File: config.mk
export PLATFORM = sky130hd
export DESIGN_NAME = lbc_config_regs
export DESIGN_NICKNAME = d
export VERILOG_FILES = /design/src/shared/lbc_pkg.sv /design/src/design/lbc_config_regs.sv
export SDC_FILE = /design/constraint.sdc
export NUM_CORES = 1
export LEC_CHECK = 0
export BUFFER_PORTS_ARGS = -buffer_cell sky130_fd_sc_hd__buf_4
export CORE_MARGIN = 4
export CORE_UTILIZATION = 62
export DETAILED_ROUTE_END_ITERATION = 12
export GPL_ROUTABILITY_DRIVEN = 0
export PLACE_DENSITY_LB_ADDON = 0.12
export SLEW_MARGIN = 5
export SYNTH_ARGS = -nofsm -noshare
export SYNTH_HDL_FRONTEND = slang
export SYNTH_SLANG_ARGS = --single-unit
File: constraint.sdc
create_clock -name clk_sys_i -period 7.26 [get_ports clk_sys_i]
set_input_delay 1.452 -clock clk_sys_i [delete_from_list [all_inputs] [get_ports clk_sys_i]]
set_output_delay 1.452 -clock clk_sys_i [all_outputs]
set_load 0.005 [all_outputs]
File: src/shared/lbc_pkg.sv
// Package for the LED boost configuration register block.
// Assumes a single 125 MHz core clock; analog parts sit outside.
package lbc_pkg;

   // ****************************************
   // Register offsets
   // ****************************************
   localparam logic [7:0] LBC_OFS_SS_DIV = 8'h08;
   localparam logic [7:0] LBC_OFS_LIGHT_LOAD = 8'h09;
   localparam logic [7:0] LBC_OFS_PROTECT = 8'h0a;

   // ****************************************
   // Field positions
   // ****************************************
   localparam int LBC_SS_LSB = 0;      // Soft-start code [1:0]
   localparam int LBC_DIV_LSB = 5;     // Output divider [7:5]
   localparam int LBC_PFM_EN_BIT = 0;  // Light-load enable [0]
   localparam int LBC_PFM_CODE_LSB = 1; // Lowest frequency code [6:1]
   localparam int LBC_OVP_LSB = 0;     // Boost threshold code [4:0]
   localparam int LBC_HR_LSB = 5;      // Headroom level [6:5]
   localparam int LBC_SHORT_BIT = 7;   // Short protection enable [7]

   // ****************************************
   // Reset values
   // ****************************************
   localparam logic [1:0] LBC_SS_RST = 2'h0;
   localparam logic [2:0] LBC_DIV_RST = 3'h0;
   localparam logic LBC_PFM_EN_RST = 1'b0;
   localparam logic [5:0] LBC_PFM_CODE_RST = 6'h3c;
   localparam logic [4:0] LBC_OVP_RST = 5'h1a;
   localparam logic [1:0] LBC_HR_RST = 2'h0;
   localparam logic LBC_SHORT_RST = 1'b0;

   // ****************************************
   // Threshold encodings
   // ****************************************
   localparam logic [4:0] LBC_OVP_MAX_CODE = 5'h1e;
   localparam logic [5:0] LBC_OVP_BASE_V = 6'h0a;
   localparam logic [5:0] LBC_OVP_MAX_V = 6'h28;
   localparam logic [11:0] LBC_HR_MV_0 = 12'h834;  // 2.1 V
   localparam logic [11:0] LBC_HR_MV_1 = 12'h9d8;  // 2.52 V
   localparam logic [11:0] LBC_HR_MV_2 = 12'haf0;  // 2.8 V
   localparam logic [11:0] LBC_HR_MV_3 = 12'hdac;  // 3.5 V
   localparam logic [4:0] LBC_PFM_OFS = 5'h07;     // Constant period term

   // ****************************************
   // Timing
   // ****************************************
   localparam int LBC_CLK_MHZ = 125;
   localparam int LBC_CLK_HZ = 125_000_000;
   localparam int LBC_SS_US_0 = 1;
   localparam int LBC_SS_US_1 = 16;
   localparam int LBC_SS_US_2 = 128;
   localparam int LBC_SS_US_3 = 512;
   localparam int LBC_SS_CYC_0 = LBC_SS_US_0 * LBC_CLK_MHZ;
   localparam int LBC_SS_CYC_1 = LBC_SS_US_1 * LBC_CLK_MHZ;
   localparam int LBC_SS_CYC_2 = LBC_SS_US_2 * LBC_CLK_MHZ;
   localparam int LBC_SS_CYC_3 = LBC_SS_US_3 * LBC_CLK_MHZ;
   localparam int LBC_PWM_OUT_HZ = 26000;
   localparam int LBC_PWM_OUT_CYC = LBC_CLK_HZ / LBC_PWM_OUT_HZ;

   // Serial slave address, arbitrary value
   localparam logic [6:0] LBC_DEV_ADDR = 7'h2a;

   // ****************************************
   // Serial slave states
   // ****************************************
   typedef enum logic [2:0] {
      LBC_ST_IDLE = 3'b000,
      LBC_ST_RX = 3'b001,
      LBC_ST_ACK = 3'b010,
      LBC_ST_TX = 3'b011,
      LBC_ST_RACK = 3'b100
   } lbc_bus_st_t;

   typedef enum logic [1:0] {
      LBC_PH_ADDR = 2'b00,
      LBC_PH_PTR = 2'b01,
      LBC_PH_DATA = 2'b10
   } lbc_phase_t;

endpackage

File: src/design/lbc_config_regs.sv
// Configuration registers of the LED boost driver, reached over the serial pins.
// Assumes scl/sda already synchronous to clk_sys_i and analog compares outside.
// Function
// - Soft-start code picks 1/16/128/512 us steps.
// - Step ramp only at power-on, not later.
// - Lowest code holds each step 1 us.
// - Output divider code divides 26 kHz output.
// - Division only in PWM-pin brightness mode.
// - Light-load bit clear keeps programmed frequency.
// - Light-load bit set lowers frequency on short on-time.
// - Six-bit code sets lowest light-load frequency.
// - Five-bit code maps 10 V to 40 V.
// - Two-bit code selects string headroom limit.
// - Short protection enabled only when bit set.
// - Switch off while output above threshold.
`timescale 1ns/1ps
module lbc_config_regs
   import lbc_pkg::*;
#(
   parameter int SS_CYC_0 = LBC_SS_CYC_0,
   parameter int SS_CYC_1 = LBC_SS_CYC_1,
   parameter int SS_CYC_2 = LBC_SS_CYC_2,
   parameter int SS_CYC_3 = LBC_SS_CYC_3,
   parameter int PWM_OUT_CYC = LBC_PWM_OUT_CYC
) (
   input wire logic clk_sys_i,
   input wire logic nrst_i,
   input wire logic scl_i,
   input wire logic sda_i,
   output logic sda_o,
   output logic sda_oe_o,
   input wire logic pwm_input_mode_i,
   input wire logic [11:0] brightness_target_i,
   output logic [11:0] brightness_o,
   output logic soft_start_active_o,
   output logic pwm_output_signal_o,
   input wire logic on_time_short_i,
   input wire logic [15:0] sw_period_ticks_i,
   output logic pfm_enable_o,
   output logic sw_freq_reduce_o,
   output logic [15:0] pfm_max_period_o,
   output logic [5:0] boost_overvoltage_threshold_o,
   output logic [11:0] string_headroom_limit_o,
   output logic short_protect_en_o,
   input wire logic sw_request_i,
   input wire logic vout_over_i,
   output logic boost_switch_gate_o
);

   // ****************************************
   // State
   // ****************************************
   typedef struct packed {
      logic scl_q;
      logic sda_q;
      lbc_bus_st_t bus;
      lbc_phase_t ph;
      logic [3:0] bitc;
      logic [7:0] shf;
      logic [7:0] ptr;
      logic rw;
      logic ackd;
      logic sda_oe;
      logic [1:0] ss_code;
      logic [2:0] div_code;
      logic pfm_en;
      logic [5:0] pfm_code;
      logic [4:0] ovp_code;
      logic [1:0] hr_code;
      logic short_en;
      logic ss_active;
      logic [15:0] ss_cnt;
      logic [11:0] bright;
      logic [3:0] pre_cnt;
      logic [12:0] base_cnt;
      logic pwm_out;
      logic gate;
   } lbc_state_t;

   localparam lbc_state_t RST_STATE = '{
      scl_q: 1'b1, sda_q: 1'b1, bus: LBC_ST_IDLE, ph: LBC_PH_ADDR,
      bitc: 4'h0, shf: 8'h00, ptr: 8'h00, rw: 1'b0, ackd: 1'b0, sda_oe: 1'b0,
      ss_code: LBC_SS_RST, div_code: LBC_DIV_RST, pfm_en: LBC_PFM_EN_RST,
      pfm_code: LBC_PFM_CODE_RST, ovp_code: LBC_OVP_RST, hr_code: LBC_HR_RST,
      short_en: LBC_SHORT_RST, ss_active: 1'b1, ss_cnt: 16'h0000,
      bright: 12'h000, pre_cnt: 4'h0, base_cnt: 13'h0000, pwm_out: 1'b0,
      gate: 1'b0};

   lbc_state_t q_r;
   lbc_state_t q_nxt;

   // ****************************************
   // Next state
   // ****************************************
   always_comb begin
      logic scl_rise;
      logic scl_fall;
      logic start_c;
      logic stop_c;
      logic [7:0] rdata;
      logic [15:0] step_cyc;
      logic [2:0] div_exp;
      logic [3:0] div_mask;
      logic [24:0] duty_prod;
      scl_rise = 1'b0;
      scl_fall = 1'b0;
      start_c = 1'b0;
      stop_c = 1'b0;
      rdata = 8'h00;
      step_cyc = 16'h0000;
      div_exp = 3'h0;
      div_mask = 4'h0;
      duty_prod = 25'h0000000;
      q_nxt = q_r;
      q_nxt.scl_q = scl_i;
      q_nxt.sda_q = sda_i;
      scl_rise = scl_i & ~q_r.scl_q;
      scl_fall = ~scl_i & q_r.scl_q;
      start_c = scl_i & q_r.scl_q & q_r.sda_q & ~sda_i;
      stop_c = scl_i & q_r.scl_q & ~q_r.sda_q & sda_i;

      // read back mux
      // Unused bits read zero; unmapped pointers read zero
      unique case (q_r.ptr)
         LBC_OFS_SS_DIV: rdata = {q_r.div_code, 3'h0, q_r.ss_code};
         LBC_OFS_LIGHT_LOAD: rdata = {1'b0, q_r.pfm_code, q_r.pfm_en};
         LBC_OFS_PROTECT: rdata = {q_r.short_en, q_r.hr_code, q_r.ovp_code};
         default: rdata = 8'h00;
      endcase

      // Serial slave: sample on rising, drive on falling
      if (start_c) begin
         q_nxt.bus = LBC_ST_RX;
         q_nxt.ph = LBC_PH_ADDR;
         q_nxt.bitc = 4'h0;
         q_nxt.sda_oe = 1'b0;
      end else if (stop_c) begin
         q_nxt.bus = LBC_ST_IDLE;
         q_nxt.sda_oe = 1'b0;
      end else begin
         unique case (q_r.bus)
            LBC_ST_IDLE: begin
               q_nxt.sda_oe = 1'b0;
            end
            LBC_ST_RX: begin
               if (scl_rise) begin
                  q_nxt.shf = {q_r.shf[6:0], sda_i};
                  q_nxt.bitc = q_r.bitc + 4'h1;
               end else if (scl_fall && q_r.bitc == 4'h8) begin
                  q_nxt.bus = LBC_ST_ACK;
                  q_nxt.sda_oe = 1'b1;
                  unique case (q_r.ph)
                     LBC_PH_ADDR: begin
                        q_nxt.rw = q_r.shf[0];
                        if (q_r.shf[7:1] != LBC_DEV_ADDR) begin
                           // Not ours: stay off the line until next start
                           q_nxt.bus = LBC_ST_IDLE;
                           q_nxt.sda_oe = 1'b0;
                        end
                     end
                     LBC_PH_PTR: q_nxt.ptr = q_r.shf;
                     default: begin
                        unique case (q_r.ptr)
                           LBC_OFS_SS_DIV: begin
                              q_nxt.ss_code = q_r.shf[LBC_SS_LSB +: 2];
                              q_nxt.div_code = q_r.shf[LBC_DIV_LSB +: 3];
                           end
                           LBC_OFS_LIGHT_LOAD: begin
                              q_nxt.pfm_en = q_r.shf[LBC_PFM_EN_BIT];
                              q_nxt.pfm_code = q_r.shf[LBC_PFM_CODE_LSB +: 6];
                           end
                           LBC_OFS_PROTECT: begin
                              q_nxt.ovp_code = q_r.shf[LBC_OVP_LSB +: 5];
                              q_nxt.hr_code = q_r.shf[LBC_HR_LSB +: 2];
                              q_nxt.short_en = q_r.shf[LBC_SHORT_BIT];
                           end
                           default: q_nxt.ptr = q_r.ptr;
                        endcase
                        q_nxt.ptr = q_r.ptr + 8'h01;
                     end
                  endcase
               end
            end
            LBC_ST_ACK: begin
               if (scl_fall) begin
                  q_nxt.bitc = 4'h0;
                  if (q_r.rw) begin
                     q_nxt.bus = LBC_ST_TX;
                     q_nxt.shf = rdata;
                     q_nxt.ptr = q_r.ptr + 8'h01;
                     q_nxt.sda_oe = ~rdata[7];
                  end else begin
                     q_nxt.bus = LBC_ST_RX;
                     q_nxt.sda_oe = 1'b0;
                     q_nxt.ph = (q_r.ph == LBC_PH_ADDR) ? LBC_PH_PTR : LBC_PH_DATA;
                  end
               end
            end
            LBC_ST_TX: begin
               if (scl_fall) begin
                  if (q_r.bitc == 4'h7) begin
                     q_nxt.bus = LBC_ST_RACK;
                     q_nxt.sda_oe = 1'b0;
                  end else begin
                     q_nxt.shf = {q_r.shf[6:0], 1'b0};
                     q_nxt.sda_oe = ~q_r.shf[6];
                     q_nxt.bitc = q_r.bitc + 4'h1;
                  end
               end
            end
            LBC_ST_RACK: begin
               if (scl_rise) begin
                  q_nxt.ackd = ~sda_i;
               end else if (scl_fall) begin
                  q_nxt.bitc = 4'h0;
                  if (q_r.ackd) begin
                     q_nxt.bus = LBC_ST_TX;
                     q_nxt.shf = rdata;
                     q_nxt.ptr = q_r.ptr + 8'h01;
                     q_nxt.sda_oe = ~rdata[7];
                  end else begin
                     q_nxt.bus = LBC_ST_IDLE;
                  end
               end
            end
            default: q_nxt.bus = LBC_ST_IDLE;
         endcase
      end

      unique case (q_r.ss_code)
         2'h0: step_cyc = SS_CYC_0[15:0];
         2'h1: step_cyc = SS_CYC_1[15:0];
         2'h2: step_cyc = SS_CYC_2[15:0];
         2'h3: step_cyc = SS_CYC_3[15:0];
      endcase

      // ramp only after power-on
      // Later target changes pass straight through
      if (q_r.ss_active) begin
         if (q_r.bright >= brightness_target_i) begin
            q_nxt.ss_active = 1'b0;
            q_nxt.bright = brightness_target_i;
         end else if (q_r.ss_cnt >= step_cyc - 16'h0001) begin
            q_nxt.ss_cnt = 16'h0000;
            q_nxt.bright = q_r.bright + 12'h001;
         end else begin
            q_nxt.ss_cnt = q_r.ss_cnt + 16'h0001;
         end
      end else begin
         q_nxt.bright = brightness_target_i;
      end

      // divide by 1, 2, 4, 8 or 16
      if (!pwm_input_mode_i) begin
         div_exp = 3'h0;
      end else if (q_r.div_code[2]) begin
         div_exp = 3'h4;
      end else begin
         div_exp = {1'b0, q_r.div_code[1:0]};
      end
      div_mask = 4'((5'h01 << div_exp) - 5'h01);
      q_nxt.pre_cnt = q_r.pre_cnt + 4'h1;
      if ((q_r.pre_cnt & div_mask) == div_mask) begin
         if (q_r.base_cnt >= 13'(PWM_OUT_CYC - 1)) begin
            q_nxt.base_cnt = 13'h0000;
            q_nxt.pre_cnt = 4'h0;
         end else begin
            q_nxt.base_cnt = q_r.base_cnt + 13'h0001;
         end
      end
      // Duty follows the current brightness level
      duty_prod = 25'(q_r.bright) * 25'(PWM_OUT_CYC);
      q_nxt.pwm_out = (q_r.base_cnt < duty_prod[24:12]);

      q_nxt.gate = sw_request_i & ~vout_over_i;
   end

   // ****************************************
   // Registers
   // ****************************************
   always_ff @(posedge clk_sys_i or negedge nrst_i) begin
      if (!nrst_i) begin
         q_r <= RST_STATE;
      end else begin
         q_r <= q_nxt;
      end
   end

   // ****************************************
   // Outputs
   // ****************************************
   // Open drain: only ever pull low
   assign sda_o = 1'b0;
   assign sda_oe_o = q_r.sda_oe;
   assign brightness_o = q_r.bright;
   assign soft_start_active_o = q_r.ss_active;
   assign pwm_output_signal_o = q_r.pwm_out;
   assign boost_switch_gate_o = q_r.gate;
   assign short_protect_en_o = q_r.short_en;
   assign pfm_enable_o = q_r.pfm_en;
   // reduce only when on-time too short
   assign sw_freq_reduce_o = q_r.pfm_en & on_time_short_i;
   // period in 16 MHz ticks, inverse of frequency
   assign pfm_max_period_o = sw_period_ticks_i + {7'h00, q_r.pfm_code, 3'h0}
      + {11'h000, LBC_PFM_OFS};
   // 10 V plus code, saturating at 40 V
   assign boost_overvoltage_threshold_o = (q_r.ovp_code >= LBC_OVP_MAX_CODE) ?
      LBC_OVP_MAX_V : LBC_OVP_BASE_V + {1'b0, q_r.ovp_code};

   always_comb begin
      unique case (q_r.hr_code)
         2'h0: string_headroom_limit_o = LBC_HR_MV_0;
         2'h1: string_headroom_limit_o = LBC_HR_MV_1;
         2'h2: string_headroom_limit_o = LBC_HR_MV_2;
         2'h3: string_headroom_limit_o = LBC_HR_MV_3;
      endcase
   end

endmodule

# ---- Word level (Yosys, flattened, before mapping)
# Index checks and enable logic that the tools add are counted.
dict set report classes {
  n_lt_le_gt_ge 5
  bitwise_logic 22
  shifts 1
  reduce_logical 24
  n_eq_ne 47
  multipliers 1
  n_mux 68
  n_addsub 11
}
# operator n
set op_table {}
lappend op_table {{$pmux W12 S4} 2}
lappend op_table {{$mux W12} 6}
lappend op_table {{$mux W16} 4}
lappend op_table {{$pmux W16 S4} 1}
lappend op_table {{$mux W20} 3}
lappend op_table {{$pmux W8 S3} 2}
lappend op_table {{$mux W21} 2}
lappend op_table {{$mux W17} 2}
lappend op_table {{$ne A4 B4 Y1 const B} 8}
lappend op_table {{$mux W3} 10}
lappend op_table {{$mux W9} 3}
lappend op_table {{$mul A12 B13 Y25 const B} 1}
lappend op_table {{$mux W25} 1}
lappend op_table {{$eq A8 B4 Y1 const B} 3}
lappend op_table {{$mux W24} 1}
lappend op_table {{$ne A2 B2 Y1 const B} 12}
lappend op_table {{$reduce_and A8 Y1} 3}
lappend op_table {{$reduce_and A11 Y1} 2}
lappend op_table {{$ne A3 B3 Y1 const B} 7}
lappend op_table {{$reduce_and A7 Y1} 3}
lappend op_table {{$add A16 B1 Y16 const B} 1}
lappend op_table {{$add A16 B3 Y16 const B} 1}
lappend op_table {{$add A16 B9 Y16} 1}
lappend op_table {{$ge A16 B16 Y1} 1}
lappend op_table {{49 further kinds} 99}
dict set report word_totals {
  reg_bits 98
  input_bits 36
  word_cells 203
}

# ---- Logic depth before layout (Yosys ltp)
dict set report depth {
  word_depth 9
  depth_mapped 23
  depth_no_buf 23
}

# ---- Worst setup path before layout
# Ideal clock, no wire load.
dict set report synth_timing {
  path_kind {flip-flop to flip-flop}
  start {register q_r (netlist bit brightness_o[10])}
  end {register q_r (netlist bit pwm_output_signal_o)}
  slack_ns 1.553
  t_arrival_ns 5.621
  stages_incl_launch_ff 24
  required_ns 7.174
  path_cell_list {dfrtp_1 inv_1 ha_1 inv_1 fa_1 fa_1 inv_1 fa_1 fa_1 inv_1 ha_1 a21oi_1 nor2_1 a211oi_1 o221ai_1 o21ai_0 nand2_1 ha_1 a21o_1 a21oi_1 nor2_1 a2111oi_0 nor2_1 nor3_1}
}
# element line
set synth_rtl {}
lappend synth_rtl {{start, declared} lbc_config_regs.sv:89} ;# lbc_state_t q_r;
lappend synth_rtl {{start signal, assigned} lbc_config_regs.sv:285} ;# q_r <= q_nxt;

==> qor.yml <==
outcome: "complete, no violations"
synthCells: 1094
drive_above_1_share: 0.129
yosysTopAreaCellShare: 0.226
vias: 7827
cts_hold_buf: 0
dr.pass1.iters: 5
maxCapViolations: 0
initial_utilization: 0.637
avgSynthCellArea_um2: 8.89
die_area_mm2: 0.0178
slew_viol_final: 0
drt_iter0_drc: 567
numCtsBuffers: 9
reg2reg_to: "pwm_output_signal_o"
synth_edf_count: 0
wl_per_cell_um: 15.5
wl_mm: 21.2
die_height_um: 133
num-fill-cells: 1207
path_clk_slew_ns: 0.07
antenna_found_initial: 0
power_density_mw_per_mm2: 203
diodes: 0
synth_ff_type: "dfrtp_1"
ant_nets: 0
cp-end-kind: "flip-flop"
finClkSkew_ns: 0.00842
period_needed_ns: 6.24
setup_tns_ns: 0
arrival_ns: 6.51
drc_errors: 0
cts_root_buf: "clkbuf_16"
synth.distinct_cells: 72
leakage_nw: 5.37
fmax_mhz: 160
dpl.hpwl_mm: 16.6
rows: 45
nNetsFinal: 1380
core-area_mm2: 0.0153
rrSetupSlack_ns: 1.02
final_common_cell: "ha_1"
ir_drop_v: 0.000289
rsz0062_at_grt: "false"
final_cell_mix: "ha_1 (152), inv_1 (143), dfrtp_1 (88), buf_4 (88), nor2_1 (74)"
grt_usage: 0.246
hold_depth: 1
hold_viol: 0
min_to: "q_r[15]"
finalPower_mw: 2.18
async_reset_ff_frac: 1.00
postCtsSetupBuffers: 0
die_x_um: 133
pin_count: 90
r2r-start: "brightness_o[10]"
grt-ovfl-total: 0
grt_first_pass_wirelength_mm: 36.5
synth_area_leaders: "dfrtp_1 (23%), ha_1 (20%), fa_1 (8.4%)"
clk_latency_ns: 0.35
netlist_area_mm2: 0.00972
synth-seq-area-share: 0.253
relSlewSlack: 0.374
numClockSinks: 98
worst_r2r_path_depth: 23
io_buffer_count: 85
grt_pass1_vias: 7502
grt_max_degree: 72
hold_path_class: "flip-flop to flip-flop"
ys_ff_latch: 98
cts_buffer_depth: 2
yosys.area.top_type: "dfrtp_1"
fin_crit_sh: 0.859
start_kind: "flip-flop"
setup_violations: 0
ctsResizeCount: 0
worst_pin_slew_ns: 0.925
critPathMaxFanout: 9
hold_start: "q_r[15]"
yosysWarningCount: 0
area_growth_pct: 10.3
cts_tree: "yes"
cts-htree-levels: 3
criticalPathCategory: "flip-flop to flip-flop"
worstPathRequired_ns: 7.53
drt-vias-per-instance: 5.73
[worst max-delay path by stage]
| stage | startpoint | endpoint | slack [ns] | cells after the start |
|---|---|---|---|---|
| 6_report | brightness_o[10] | pwm_output_signal_o | 1.02 | 23 |
| 5_1_grt | brightness_o[10] | pwm_output_signal_o | 0.55 | 23 |
| 4_1_cts | brightness_o[10] | pwm_output_signal_o | 0.99 | 23 |
| 3_5_place_dp | brightness_o[10] | pwm_output_signal_o | 1.02 | 23 |
| 3_3_place_gp | brightness_o[10] | pwm_output_signal_o | 1.15 | 23 |
| 2_1_floorplan | brightness_o[10] | pwm_output_signal_o | 1.55 | 23 |
[metal layers]
layer | wire length [µm] | vias to the layer above | global-route usage
met2 | 9920 | 199 | 0.396
met4 | 312 | 0 | 0.0617
met3 | 1040 | 28 | 0.0465
li1 | - | 3896 | -
met1 | 9890 | 3704 | 0.346
met5 | 0 | - | 0
[worst max-delay path, stage by stage (launching register included)]
cell and delay (ns):
dfrtp_1 0.59, inv_1 0.09, ha_1 0.34, inv_1 0.07
fa_1 0.50, fa_1 0.55, inv_1 0.06, fa_1 0.51
fa_1 0.57, inv_1 0.05, ha_1 0.22, a21oi_1 0.19
nor2_1 0.06, a211oi_1 0.26, o221ai_1 0.31, o21ai_0 0.43
nand2_1 0.10, ha_1 0.31, a21o_1 0.16, a21oi_1 0.14
nor2_1 0.06, a2111oi_0 0.35, nor2_1 0.09, nor3_1 0.17
[where the power goes]
part / internal [mW] / leakage (nW) / switching (mW)
Sequential: 0.582 / 1.24 / 0.0757
Clock: 0.246 / 0.146 / 0.222
Combinational: 0.478 / 3.99 / 0.574
[synthesized netlist by cell type, types with 13 or more instances]
master,instances
and3_1,16
o21ai_0,70
buf_4,18
a21o_1,14
xnor2_1,33
mux2_2,22
clkbuf_1,22
nand4_1,14
ha_1,152
dfrtp_1,88
nand2_1,64
nand2b_1,18
a21oi_1,68
inv_1,143
nor2b_1,19
nor2_1,74
nand3_1,30
fa_1,41
a31oi_1,13
[area by class of cell]
cell class	instances	area, µm²	area share
multi-input cells	811	6510	0.607
flip-flops and latches	98	2460	0.230
well taps	211	264	0.0246
repair buffers	88	661	0.0616
clock buffers	10	239	0.0223
clock inverters	6	52.6	0.00490
inverters	143	537	0.0501
[sequential cells by signal (all words and copies together), names as in the netlist]
| signal | cells |
|---|---|
| soft_start_active_o | 1 |
| short_protect_en_o | 1 |
| pwm_output_signal_o | 1 |
| pfm_enable_o | 1 |
| sda_oe_o | 1 |
| q_r | 80 |
| brightness_o | 12 |
| boost_switch_gate_o | 1 |
[stage by stage]
stage | hold slack, ns | setup WS [ns] | util | cell area (µm²) | instances
after global routing | 0.528 | 0.555 | 0.703 | 10700 | 1367
after floorplan | 0.454 | 1.55 | - | 9740 | 1097
after global placement | 0.489 | 1.15 | 0.684 | 10400 | 1351
after detailed placement | 0.507 | 1.02 | 0.684 | 10400 | 1351
after CTS | 0.517 | 0.991 | 0.703 | 10700 | 1367
final | 0.521 | 1.02 | 0.703 | 10700 | 1367
[cell families after synthesis]
group	Yosys count	synth area share
AND/OR/NAND/NOR	294	0.156
adder cells (fa/ha/maj)	193	0.280
AO/OA/AOI/OAI	252	0.164
buffers and inverters	188	0.0800
XOR/XNOR	42	0.0378
flip-flops	98	0.253
multiplexers	25	0.0286
other	2	0.000772
(Power assumes the default switching activity.)
